==> config.mk <==
export PLATFORM = sky130hd
export DESIGN_NAME = drsr_sched
export DESIGN_NICKNAME = d
export VERILOG_FILES = /design/src/design/drsr_pkg.sv /design/src/design/drsr_sched.sv /design/src/design/drsr_gap_timer.sv /design/src/design/drsr_row_track.sv
export SDC_FILE = /design/constraint.sdc
export NUM_CORES = 1
export LEC_CHECK = 0
export ABC_AREA = 1
export CAP_MARGIN = 20
export CORE_ASPECT_RATIO = 1.1
export CORE_MARGIN = 2
export CORE_UTILIZATION = 23
export CTS_BUF_LIST = sky130_fd_sc_hd__clkbuf_16
export CTS_CLUSTER_DIAMETER = 200
export DETAILED_ROUTE_END_ITERATION = 8
export DONT_BUFFER_PORTS = 1
export PLACE_DENSITY = 0.47
export SLEW_MARGIN = 30
export SYNTH_ARGS = -nofsm -noshare
export SYNTH_HDL_FRONTEND = slang
export SYNTH_SLANG_ARGS = --single-unit
==> constraint.sdc <==
create_clock -name clk -period 6.65 [get_ports clk]
set_input_delay 0 -clock clk [delete_from_list [all_inputs] [get_ports clk]]
set_output_delay 0 -clock clk [all_outputs]
set_load 0.01 [all_outputs]
==> src/design/drsr_pkg.sv <==
// Shared constants, types and timing figures for the request spacing scheduler
package drsr_pkg;

	// ************************************************************
	// Geometry
	// ************************************************************
	localparam int BANKS = 8;                 // Banks in the device
	localparam int BANK_W = 3;                // Bank index width
	localparam int ROW_W = 12;                // Row address width
	localparam int COL_W = 6;                 // Column address width
	localparam int DEL_W = 2;                 // Delay field width
	localparam int CNT_W = 7;                 // Spacing counter width
	localparam int BANK_TMR = 4;              // Counters kept per bank
	localparam int GLOB_TMR = 4;              // Counters shared by all banks

	// Per-bank counter slots
	localparam int SLOT_ACT = 0;              // Gate for next row open
	localparam int SLOT_RD = 1;               // Gate for next column read
	localparam int SLOT_WR = 2;               // Gate for next column write
	localparam int SLOT_PRE = 3;              // Gate for next row close

	// ************************************************************
	// Clock and intervals (ns)
	// ************************************************************
	localparam int CLK_NS = 100;              // 10 MHz request clock
	localparam int OPEN_TO_OPEN_OTHER_BANK_NS = 200;
	localparam int ROW_CYCLE_INTERVAL_NS = 900;
	localparam int CLOSE_TO_OPEN_INTERVAL_NS = 300;
	localparam int READ_TO_CLOSE_INTERVAL_NS = 200;
	localparam int WRITE_TO_CLOSE_INTERVAL_NS = 400;
	localparam int MIN_ROW_OPEN_INTERVAL_NS = 600;
	localparam int OPEN_TO_READ_INTERVAL_NS = 300;
	localparam int OPEN_TO_WRITE_INTERVAL_NS = 100;
	localparam int COLUMN_CYCLE_INTERVAL_NS = 200;
	localparam int CLOSE_TO_CLOSE_INTERVAL_NS = 200;
	localparam int WRITE_TO_READ_TURN_NS = 500;
	localparam int READ_TO_WRITE_TURN_NS = 300;

	// Least time to cycles: round up, never below one
	function automatic int toCyc(input int ns);
		int c;
		c = (ns + CLK_NS - 1) / CLK_NS;
		return (c < 1) ? 1 : c;
	endfunction

	localparam int RR_CYC = toCyc(OPEN_TO_OPEN_OTHER_BANK_NS);
	localparam int RC_CYC = toCyc(ROW_CYCLE_INTERVAL_NS);
	localparam int RP_CYC = toCyc(CLOSE_TO_OPEN_INTERVAL_NS);
	localparam int RDP_CYC = toCyc(READ_TO_CLOSE_INTERVAL_NS);
	localparam int WDP_CYC = toCyc(WRITE_TO_CLOSE_INTERVAL_NS);
	localparam int RAS_CYC = toCyc(MIN_ROW_OPEN_INTERVAL_NS);
	localparam int RCDR_CYC = toCyc(OPEN_TO_READ_INTERVAL_NS);
	localparam int RCDW_CYC = toCyc(OPEN_TO_WRITE_INTERVAL_NS);
	localparam int CC_CYC = toCyc(COLUMN_CYCLE_INTERVAL_NS);
	localparam int PP_CYC = toCyc(CLOSE_TO_CLOSE_INTERVAL_NS);
	localparam int WR_CYC = toCyc(WRITE_TO_READ_TURN_NS);
	localparam int RW_CYC = toCyc(READ_TO_WRITE_TURN_NS);

	// ************************************************************
	// Types
	// ************************************************************
	typedef logic [CNT_W-1:0] drsr_cnt_t;     // Spacing counter value

	// Commands placed on the request bus
	typedef enum logic [2:0] {
		CMD_NOP = 3'h0,
		CMD_ROW_OPEN = 3'h1,
		CMD_READ = 3'h2,
		CMD_WRITE = 3'h3,
		CMD_ROW_CLOSE = 3'h4
	} drsr_cmd_e;

	// Operations a user may request
	typedef enum logic [1:0] {
		OP_READ = 2'h0,
		OP_WRITE = 2'h1,
		OP_CLOSE = 2'h2
	} drsr_op_e;

	// User request
	typedef struct packed {
		drsr_op_e op;
		logic [BANK_W-1:0] bank;
		logic [ROW_W-1:0] row;
		logic [COL_W-1:0] col;
		logic [DEL_W-1:0] delay;
	} drsr_req_s;

	// One request bus packet
	typedef struct packed {
		logic valid;
		drsr_cmd_e cmd;
		logic [BANK_W-1:0] bank;
		logic [ROW_W-1:0] row;
		logic [COL_W-1:0] col;
		logic [DEL_W-1:0] delay;
	} drsr_pkt_s;

	localparam drsr_pkt_s PKT_IDLE = '0;      // Bus value after reset

endpackage

==> src/design/drsr_sched.sv <==
// Request scheduler that spaces row and column commands to a multi-bank DRAM
// Behaviour
// Row opens, other banks: open-to-open gap
// Row opens, same bank: row cycle, close between
// Read then close: read-to-close gap
// Close then open: close-to-open gap
// Read then open: close inserted, summed gap
// Write then close: write-to-close gap
// Write then open: close inserted, summed gap
// Open then read: open-to-read gap
// Read after read: column cycle, any bank
// Write then read: write-to-read turnaround, any bank
// Close then read: open inserted, summed gap
// Open then write: open-to-write gap
// Read then write: read-to-write turnaround, any bank
// Write after write: column cycle, any bank
// Close then write: open inserted, summed gap
// Open then close: minimum row-open gap
// Closes, other banks: close-to-close gap
// Closes, same bank: row cycle, open between
// Unlisted pairs may go back to back
// Gaps count from effective, delayed position
// Per-bank record blocks until gaps elapse
module drsr_sched
	import drsr_pkg::*;
(
	// Clock and reset
	input wire logic clk,
	input wire logic rst_n,
	// User request
	input wire logic reqValid,
	output logic reqReady,
	input wire drsr_req_s req,
	// Completion
	output logic doneStb,
	output logic busy,
	// Request bus
	output drsr_pkt_s requestBus,
	// Bank state
	output logic [BANKS-1:0] bankOpen
);

	// ************************************************************
	// State machine
	// ************************************************************
	// Gray codes along idle, decide, close, open, column
	typedef enum logic [2:0] {
		ST_IDLE = 3'b000,
		ST_DECIDE = 3'b001,
		ST_CLOSE = 3'b011,
		ST_OPEN = 3'b010,
		ST_COLUMN = 3'b110
	} drsr_state_e;

	drsr_state_e state_r;         // Current state
	drsr_state_e state_nxt;       // Next state
	drsr_req_s req_r;             // Request being served
	drsr_pkt_s pkt_r;             // Packet on the request bus
	logic done_r;                 // Request finished pulse

	// Last bank of each row command, for the other-bank gaps
	logic [BANK_W-1:0] lastOpenBank_r;
	logic [BANK_W-1:0] lastCloseBank_r;
	logic openSeen_r;             // Any row open issued yet
	logic closeSeen_r;            // Any row close issued yet

	// Row tracking
	logic [BANKS-1:0][ROW_W-1:0] openRow;   // Open row per bank
	logic curOpen;                          // Target bank open
	logic curHit;                           // Open row matches

	// Timers
	logic [BANKS*BANK_TMR-1:0] bankLoad;    // Per-bank load strobes
	drsr_cnt_t [BANKS*BANK_TMR-1:0] bankVal;// Per-bank load values
	drsr_cnt_t [BANKS*BANK_TMR-1:0] bankRem;// Per-bank remaining
	logic [GLOB_TMR-1:0] globLoad;          // Shared load strobes
	drsr_cnt_t [GLOB_TMR-1:0] globVal;      // Shared load values
	drsr_cnt_t [GLOB_TMR-1:0] globRem;      // Shared remaining

	// Issue decision
	drsr_cmd_e issueCmd;          // Command wanted this cycle
	logic issueOk;                // All gaps have elapsed
	logic issue;                  // Command goes out now
	logic [DEL_W-1:0] issueDel;   // Delay field of that command
	drsr_cnt_t delExt;            // Delay widened to counter width
	drsr_cnt_t bRem;              // Remaining in the selected slot

	// Per-command gap values, delay folded in
	drsr_cnt_t vRc;
	drsr_cnt_t vRp;
	drsr_cnt_t vRdpRp;
	drsr_cnt_t vWdpRp;
	drsr_cnt_t vRdp;
	drsr_cnt_t vWdp;
	drsr_cnt_t vRas;
	drsr_cnt_t vRcdr;
	drsr_cnt_t vRcdw;
	drsr_cnt_t vRpRcdr;
	drsr_cnt_t vRpRcdw;
	drsr_cnt_t vRr;
	drsr_cnt_t vPp;
	drsr_cnt_t vCc;
	drsr_cnt_t vWr;
	drsr_cnt_t vRw;

	// ************************************************************
	// Submodules
	// ************************************************************
	// Open row record per bank
	drsr_row_track uTrack (
		.clk(clk),
		.rst_n(rst_n),
		.openEv(issue && (issueCmd == CMD_ROW_OPEN)),
		.closeEv(issue && (issueCmd == CMD_ROW_CLOSE)),
		.evBank(req_r.bank),
		.evRow(req_r.row),
		.bankOpen(bankOpen),
		.openRow(openRow)
	);

	// Per-bank gap counters
	drsr_gap_timer #(
		.N(BANKS*BANK_TMR)
	) uBankTmr (
		.clk(clk),
		.rst_n(rst_n),
		.loadEn(bankLoad),
		.loadVal(bankVal),
		.remain(bankRem)
	);

	// Gaps that span all banks
	drsr_gap_timer #(
		.N(GLOB_TMR)
	) uGlobTmr (
		.clk(clk),
		.rst_n(rst_n),
		.loadEn(globLoad),
		.loadVal(globVal),
		.remain(globRem)
	);

	// ************************************************************
	// Gap values
	// ************************************************************
	// Counter holds interval + delay - 1 one cycle after issue
	assign delExt = CNT_W'(issueDel);
	assign vRc = CNT_W'(RC_CYC - 1) + delExt;
	assign vRp = CNT_W'(RP_CYC - 1) + delExt;
	assign vRdpRp = CNT_W'(RDP_CYC + RP_CYC - 1) + delExt;
	assign vWdpRp = CNT_W'(WDP_CYC + RP_CYC - 1) + delExt;
	assign vRdp = CNT_W'(RDP_CYC - 1) + delExt;
	assign vWdp = CNT_W'(WDP_CYC - 1) + delExt;
	assign vRas = CNT_W'(RAS_CYC - 1) + delExt;
	assign vRcdr = CNT_W'(RCDR_CYC - 1) + delExt;
	assign vRcdw = CNT_W'(RCDW_CYC - 1) + delExt;
	assign vRpRcdr = CNT_W'(RP_CYC + RCDR_CYC - 1) + delExt;
	assign vRpRcdw = CNT_W'(RP_CYC + RCDW_CYC - 1) + delExt;
	assign vRr = CNT_W'(RR_CYC - 1) + delExt;
	assign vPp = CNT_W'(PP_CYC - 1) + delExt;
	assign vCc = CNT_W'(CC_CYC - 1) + delExt;
	assign vWr = CNT_W'(WR_CYC - 1) + delExt;
	assign vRw = CNT_W'(RW_CYC - 1) + delExt;

	// ************************************************************
	// Timer loads
	// ************************************************************
	// Load the target bank slots for the command being issued
	always_comb begin
		bankLoad = '0;
		bankVal = '0;
		for (int k = 0; k < BANK_TMR; k++) begin
			bankLoad[int'(req_r.bank)*BANK_TMR+k] = issue;
		end
		case (issueCmd)
			CMD_ROW_OPEN: begin
				bankVal[int'(req_r.bank)*BANK_TMR+SLOT_ACT] = vRc;
				bankVal[int'(req_r.bank)*BANK_TMR+SLOT_RD] = vRcdr;
				bankVal[int'(req_r.bank)*BANK_TMR+SLOT_WR] = vRcdw;
				bankVal[int'(req_r.bank)*BANK_TMR+SLOT_PRE] = vRas;
			end
			CMD_READ: begin
				bankVal[int'(req_r.bank)*BANK_TMR+SLOT_ACT] = vRdpRp;
				bankVal[int'(req_r.bank)*BANK_TMR+SLOT_PRE] = vRdp;
			end
			CMD_WRITE: begin
				bankVal[int'(req_r.bank)*BANK_TMR+SLOT_ACT] = vWdpRp;
				bankVal[int'(req_r.bank)*BANK_TMR+SLOT_PRE] = vWdp;
			end
			CMD_ROW_CLOSE: begin
				bankVal[int'(req_r.bank)*BANK_TMR+SLOT_ACT] = vRp;
				bankVal[int'(req_r.bank)*BANK_TMR+SLOT_RD] = vRpRcdr;
				bankVal[int'(req_r.bank)*BANK_TMR+SLOT_WR] = vRpRcdw;
				bankVal[int'(req_r.bank)*BANK_TMR+SLOT_PRE] = vRc;
			end
			default: begin
				bankLoad = '0;
			end
		endcase
	end

	// Shared slots: 0 opens, 1 closes, 2 next read, 3 next write
	always_comb begin
		globLoad = '0;
		globVal = '0;
		case (issueCmd)
			CMD_ROW_OPEN: begin
				globLoad[0] = issue;
				globVal[0] = vRr;
			end
			CMD_ROW_CLOSE: begin
				globLoad[1] = issue;
				globVal[1] = vPp;
			end
			CMD_READ: begin
				globLoad[2] = issue;
				globLoad[3] = issue;
				globVal[2] = vCc;
				globVal[3] = vRw;
			end
			CMD_WRITE: begin
				globLoad[2] = issue;
				globLoad[3] = issue;
				globVal[2] = vWr;
				globVal[3] = vCc;
			end
			default: begin
				globLoad = '0;
			end
		endcase
	end

	// ************************************************************
	// Issue check
	// ************************************************************
	assign curOpen = bankOpen[req_r.bank];
	assign curHit = curOpen && (openRow[req_r.bank] == req_r.row);

	// Command wanted by the present state
	always_comb begin
		case (state_r)
			ST_CLOSE: issueCmd = CMD_ROW_CLOSE;
			ST_OPEN: issueCmd = CMD_ROW_OPEN;
			ST_COLUMN: issueCmd = (req_r.op == OP_WRITE) ? CMD_WRITE : CMD_READ;
			default: issueCmd = CMD_NOP;
		endcase
	end

	// Only column commands carry the user delay
	assign issueDel = (state_r == ST_COLUMN) ? req_r.delay : '0;

	// Legal once every pending gap is covered by the delay
	always_comb begin
		bRem = '0;
		issueOk = 1'b0;
		case (issueCmd)
			CMD_ROW_OPEN: begin
				bRem = bankRem[int'(req_r.bank)*BANK_TMR+SLOT_ACT];
				issueOk = (bRem <= delExt) &&
					(!openSeen_r || (lastOpenBank_r == req_r.bank) ||
					(globRem[0] <= delExt));
			end
			CMD_READ: begin
				bRem = bankRem[int'(req_r.bank)*BANK_TMR+SLOT_RD];
				issueOk = (bRem <= delExt) &&
					(globRem[2] <= delExt);
			end
			CMD_WRITE: begin
				bRem = bankRem[int'(req_r.bank)*BANK_TMR+SLOT_WR];
				issueOk = (bRem <= delExt) &&
					(globRem[3] <= delExt);
			end
			CMD_ROW_CLOSE: begin
				bRem = bankRem[int'(req_r.bank)*BANK_TMR+SLOT_PRE];
				issueOk = (bRem <= delExt) &&
					(!closeSeen_r || (lastCloseBank_r == req_r.bank) ||
					(globRem[1] <= delExt));
			end
			default: begin
				issueOk = 1'b0;
			end
		endcase
	end

	// Counters at zero let a pair go back to back
	assign issue = issueOk;

	// ************************************************************
	// Next state
	// ************************************************************
	always_comb begin
		state_nxt = state_r;
		case (state_r)
			ST_IDLE: begin
				if (reqValid) begin
					state_nxt = ST_DECIDE;
				end
			end
			ST_DECIDE: begin
				if (req_r.op == OP_CLOSE) begin
					state_nxt = curOpen ? ST_CLOSE : ST_IDLE;
				end else if (curHit) begin
					state_nxt = ST_COLUMN;
				end else if (curOpen) begin
					state_nxt = ST_CLOSE;
				end else begin
					state_nxt = ST_OPEN;
				end
			end
			ST_CLOSE: begin
				if (issue) begin
					state_nxt = (req_r.op == OP_CLOSE) ? ST_IDLE : ST_OPEN;
				end
			end
			ST_OPEN: begin
				if (issue) begin
					state_nxt = ST_COLUMN;
				end
			end
			ST_COLUMN: begin
				if (issue) begin
					state_nxt = ST_IDLE;
				end
			end
			default: begin
				state_nxt = ST_IDLE;
			end
		endcase
	end

	// State register
	always_ff @(posedge clk) begin
		if (!rst_n) begin
			state_r <= ST_IDLE;
		end else begin
			state_r <= state_nxt;
		end
	end

	// ************************************************************
	// Request capture and completion
	// ************************************************************
	assign reqReady = (state_r == ST_IDLE);

	// Hold the request while it is served
	always_ff @(posedge clk) begin
		if (!rst_n) begin
			req_r <= '0;
		end else if (reqValid && reqReady) begin
			req_r <= req;
		end
	end

	// Pulse when the request leaves the machine
	always_ff @(posedge clk) begin
		if (!rst_n) begin
			done_r <= 1'b0;
		end else begin
			done_r <= (state_r != ST_IDLE) && (state_nxt == ST_IDLE);
		end
	end

	assign doneStb = done_r;
	assign busy = (state_r != ST_IDLE);

	// ************************************************************
	// Other-bank history
	// ************************************************************
	// Bank of last row open and row close
	always_ff @(posedge clk) begin
		if (!rst_n) begin
			lastOpenBank_r <= '0;
			lastCloseBank_r <= '0;
			openSeen_r <= 1'b0;
			closeSeen_r <= 1'b0;
		end else if (issue && (issueCmd == CMD_ROW_OPEN)) begin
			lastOpenBank_r <= req_r.bank;
			openSeen_r <= 1'b1;
		end else if (issue && (issueCmd == CMD_ROW_CLOSE)) begin
			lastCloseBank_r <= req_r.bank;
			closeSeen_r <= 1'b1;
		end
	end

	// ************************************************************
	// Request bus output
	// ************************************************************
	// One packet per issue, idle otherwise
	always_ff @(posedge clk) begin
		if (!rst_n) begin
			pkt_r <= PKT_IDLE;
		end else if (issue) begin
			pkt_r.valid <= 1'b1;
			pkt_r.cmd <= issueCmd;
			pkt_r.bank <= req_r.bank;
			pkt_r.row <= req_r.row;
			pkt_r.col <= req_r.col;
			pkt_r.delay <= issueDel;
		end else begin
			pkt_r <= PKT_IDLE;
		end
	end

	assign requestBus = pkt_r;

endmodule

==> src/design/drsr_gap_timer.sv <==
// Bank of saturating countdown timers that keep the longest pending gap
module drsr_gap_timer
	import drsr_pkg::*;
#(
	parameter int N = 4
) (
	// Clock and reset
	input wire logic clk,
	input wire logic rst_n,
	// Loads
	input wire logic [N-1:0] loadEn,
	input wire drsr_cnt_t [N-1:0] loadVal,
	// Remaining cycles
	output drsr_cnt_t [N-1:0] remain
);

	// ************************************************************
	// Counters
	// ************************************************************
	genvar i;
	generate
		for (i = 0; i < N; i++) begin : gTmr
			drsr_cnt_t cnt_r;    // Cycles still to wait
			drsr_cnt_t dec;      // Value one cycle on

			// Count down to zero and stop
			assign dec = (cnt_r == '0) ? '0 : cnt_r - 1'b1;

			// A load never shortens a longer pending wait
			always_ff @(posedge clk) begin
				if (!rst_n) begin
					cnt_r <= '0;
				end else if (loadEn[i] && (loadVal[i] > dec)) begin
					cnt_r <= loadVal[i];
				end else begin
					cnt_r <= dec;
				end
			end

			assign remain[i] = cnt_r;
		end
	endgenerate

endmodule

==> src/design/drsr_row_track.sv <==
// Per-bank record of which row is held open
module drsr_row_track
	import drsr_pkg::*;
(
	// Clock and reset
	input wire logic clk,
	input wire logic rst_n,
	// Row events
	input wire logic openEv,
	input wire logic closeEv,
	input wire logic [BANK_W-1:0] evBank,
	input wire logic [ROW_W-1:0] evRow,
	// State
	output logic [BANKS-1:0] bankOpen,
	output logic [BANKS-1:0][ROW_W-1:0] openRow
);

	// ************************************************************
	// Entries
	// ************************************************************
	genvar b;
	generate
		for (b = 0; b < BANKS; b++) begin : gBank
			logic open_r;                   // Row held in sense amps
			logic [ROW_W-1:0] row_r;        // Which row

			// Open flag follows open and close commands
			always_ff @(posedge clk) begin
				if (!rst_n) begin
					open_r <= 1'b0;
				end else if (openEv && (evBank == BANK_W'(b))) begin
					open_r <= 1'b1;
				end else if (closeEv && (evBank == BANK_W'(b))) begin
					open_r <= 1'b0;
				end
			end

			// Row address caught on open
			always_ff @(posedge clk) begin
				if (!rst_n) begin
					row_r <= '0;
				end else if (openEv && (evBank == BANK_W'(b))) begin
					row_r <= evRow;
				end
			end

			assign bankOpen[b] = open_r;
			assign openRow[b] = row_r;
		end
	endgenerate

endmodule

==> flow_metrics.tcl <==
set metrics [dict create \
    post-route-min-period_ns 4.93 \
    start_util_pct 23.1 \
    rsz0062_at_grt "no" \
    drt-total-wl_mm 92.5 \
    core_area_um2 114000 \
    cts_resized 0 \
    netlist_area_um2 26300 \
    htreeDepth 2 \
    vias_per_cell 4.54 \
    clock_tree.root_cell "clkbuf_16" \
    syn_area_per_cell_um2 6.30 \
    worst_setup_path_start_kind "flop" \
    grt_usage_pct 15.4 \
    layout.nets 4410 \
    worst_pin_slew_ns 1.03 \
    layout_commonest_cell "nor2_1" \
    gr-total-overflow 0 \
    drt_iter0_drc 1854 \
    dpl.hpwl_mm 65.9 \
    max_stage_delay_ns 0.64 \
    cts_tree "built" \
    fin_tns_setup_ns 0 \
    layout_common_cells "nor2_1 (937), nand2_1 (884), inv_1 (592), dfxtp_1 (418), nand3_1 (290)" \
    ant_nets 0 \
    area_growth_pct 14.3 \
    die-area_um2 117000 \
    portBuffers 0 \
    worst_skew_pair.late_latency_ns 0.66 \
    fmax_ghz 0.203 \
    powerDensity_nw_per_um2 463 \
    ir_worst_vdd_mv 0.202 \
    place_congestion 0.922 \
    synth_flop_cell "dfxtp_1" \
    crit_top_cell "nand2_1" \
    vias 26100 \
    yosysWarnings 0 \
    setup_viol 0 \
    crit_fanout 55 \
    drv_cap 0 \
    cts_setup_buffers 0 \
    arrival_ns 5.48 \
    async_flop_share_pct 0 \
    slew_headroom_pct 31.3 \
    grt_pass1_vias 24500 \
    antenna_found_initial 0 \
    clk_pin_slew_ns 0.07 \
    synth.distinct_cells 50 \
    cts_made_buffers 50 \
    wl_per_cell_um 16.1 \
    ys_ff_latch 420 \
    crit_path_top_delay_cell "nand2_4" \
    worst_ep_required_time_ns 7.20 \
    yosysSeqAreaShare_pct 32.0 \
    crit_path_end_kind "flop" \
    fin_skew_ns 0.0513 \
    grt_max_degree 209 \
    synthCells 4172 \
    min_path_type "in -> reg" \
    critPathKind "reg -> reg" \
    drc 0 \
    synth_nets 4392 \
    path_cells "buf_4 -> nand2_2 -> o2111ai_1 -> nand2_1 -> o21ai_0 -> ha_1 -> inv_1 -> nor2_1 -> o21ai_0 -> nand3_1 -> nor2_1 -> nand2_1 -> nand2_1 -> inv_2 -> nand2_4 -> nand3_1 -> nand2_1 -> nand2_1 -> nor2_1" \
    status "finished, final reports clean" \
    clk_path_buf_depth 3 \
    drive_above_1_share_pct 4.85 \
    die_width_um 326 \
    synth_edf_count 0 \
    final-max-slew-violation-count 0 \
    cts.sinks 420 \
    grt_pass1_wl_mm 141 \
    row_count 130 \
    ios 66 \
    leakagePower_nw 14.2 \
    dieHeight_um 359 \
    finalHoldViolCount 0 \
    post-route-period-util_pct 74.1 \
    power_mw 13.9 \
    drt_first_pass_iters 6 \
]
[power breakdown]
group	switching (mW)	internal, mW
Clock	1.23	1.46
Sequential	0.552	3.12
Combinational	4.82	2.72
[routing by layer]
| metal | vias to the layer above | part of all wire (%) | GRT usage (%) | wire [um] |
|---|---|---|---|---|
| li1 | 13300 | - | - | - |
| met1 | 11900 | 44 | 19.4 | 40800 |
| met2 | 647 | 47 | 26.7 | 43400 |
| met3 | 154 | 5.5 | 2.19 | 5120 |
| met4 | 0 | 3.4 | 5.28 | 3180 |
| met5 | - | 0 | 0 | 0 |
[metrics by stage]
stage / area [um2] / setup slack (ns) / utilization [%] / instances / hold slack (ns)
after floorplan: 26300 / 3.11 / - / 4172 / 0.193
final: 30000 / 1.72 / 26.4 / 5750 / 0.0567
after global routing: 30000 / 1.45 / 26.4 / 5749 / 0.0924
after global placement: 27900 / 1.77 / 24.5 / 5599 / 0.158
after CTS: 30000 / 1.68 / 26.4 / 5749 / 0.0318
after detailed placement: 27900 / 1.74 / 24.5 / 5599 / 0.156
[critical path, delay by kind of cell, from the launching register on]
kind                     cells  cell delay [ns]
AND/OR/NAND/NOR             12             2.62
AO/OA/AOI/OAI                3             1.09
buffers and inverters        3             0.46
flip-flops                   1             0.34
adder cells (fa/ha/maj)      1             0.27
[final timing paths]
| path | start | endpoint | slack, ns | cells after the start |
|---|---|---|---|---|
| max | req_r[21] | uBankTmr.gTmr[13].cnt_r[1] | 1.72 | 19 |
| min | reqValid | state_r[0] | 0.06 | 4 |
| max reg2reg | req_r[21] | uBankTmr.gTmr[13].cnt_r[1] | 1.72 | 19 |
| min reg2reg | req_r[4] | requestBus[4] | 0.44 | 2 |
[cell type report]
cell class	count	area (um2)
Antenna cell	1	2.50
Clock buffer	50	1250
Clock inverter	43	314
Fill cell	12800	83800
Inverter	609	2290
Multi-Input combinational cell	3024	15100
Sequential cell	420	8410
Tap cell	1518	1900
Timing Repair Buffer	85	798
[cells in the mapped netlist, types with 2 or more instances]
cell	instances	area [um2]
o21ai_1	2	10.0
a31oi_1	2	12.5
nand4_1	55	344
nor2_4	7	78.8
o2111ai_1	9	78.8
o32ai_1	4	35.0
o21ai_0	173	866
nand3_2	2	20.0
nand2_2	10	62.6
clkbuf_1	63	236
nor2_2	9	56.3
o21a_1	6	45.0
xor2_1	14	123
or2_2	47	294
o31ai_1	3	22.5
a22oi_1	4	30.0
a21oi_1	169	846
inv_2	20	75.1
inv_1	588	2210
a211oi_1	85	638
o211ai_1	5	37.5
nand3_1	290	1450
buf_1	15	56.3
o22ai_1	26	163
nand2_1	888	3330
dfxtp_1	420	8410
nor3b_1	5	37.5
a21o_1	4	30.0
ha_1	192	2400
a21boi_0	2	15.0
buf_2	28	140
a31o_2	3	26.3
nor3_1	28	140
and3_1	4	25.0
nand3b_1	17	128
a221oi_1	3	26.3
nor2_1	938	3520
xnor2_1	9	78.8
buf_4	12	90.1
[repair_timing]
item / in CTS / in global routing
hold buffers: 57 / 0
endpoints found under the setup margin: 0 / 0
hold endpoints to repair: 315 / 0
[state kept, by name, indices dropped and copies added (netlist names), 3 cells and up]
register / flops
state_r: 3
uTrack.gBank.row_r: 96
uTrack.gBank.open_r: 8
req_r: 25
lastOpenBank_r: 3
lastCloseBank_r: 3
requestBus: 27
uGlobTmr.gTmr.cnt_r: 28
uBankTmr.gTmr.cnt_r: 224
[cell families after synthesis]
group / synth area share, %
AOI/OAI and AO/OA: 11.1
xor gates and xnor gates: 0.767
adders and majority gates: 9.14
buffers and inverters: 10.7
DFF: 32.0
and+or+nand+nor: 36.2
(Power assumes the default switching activity.)
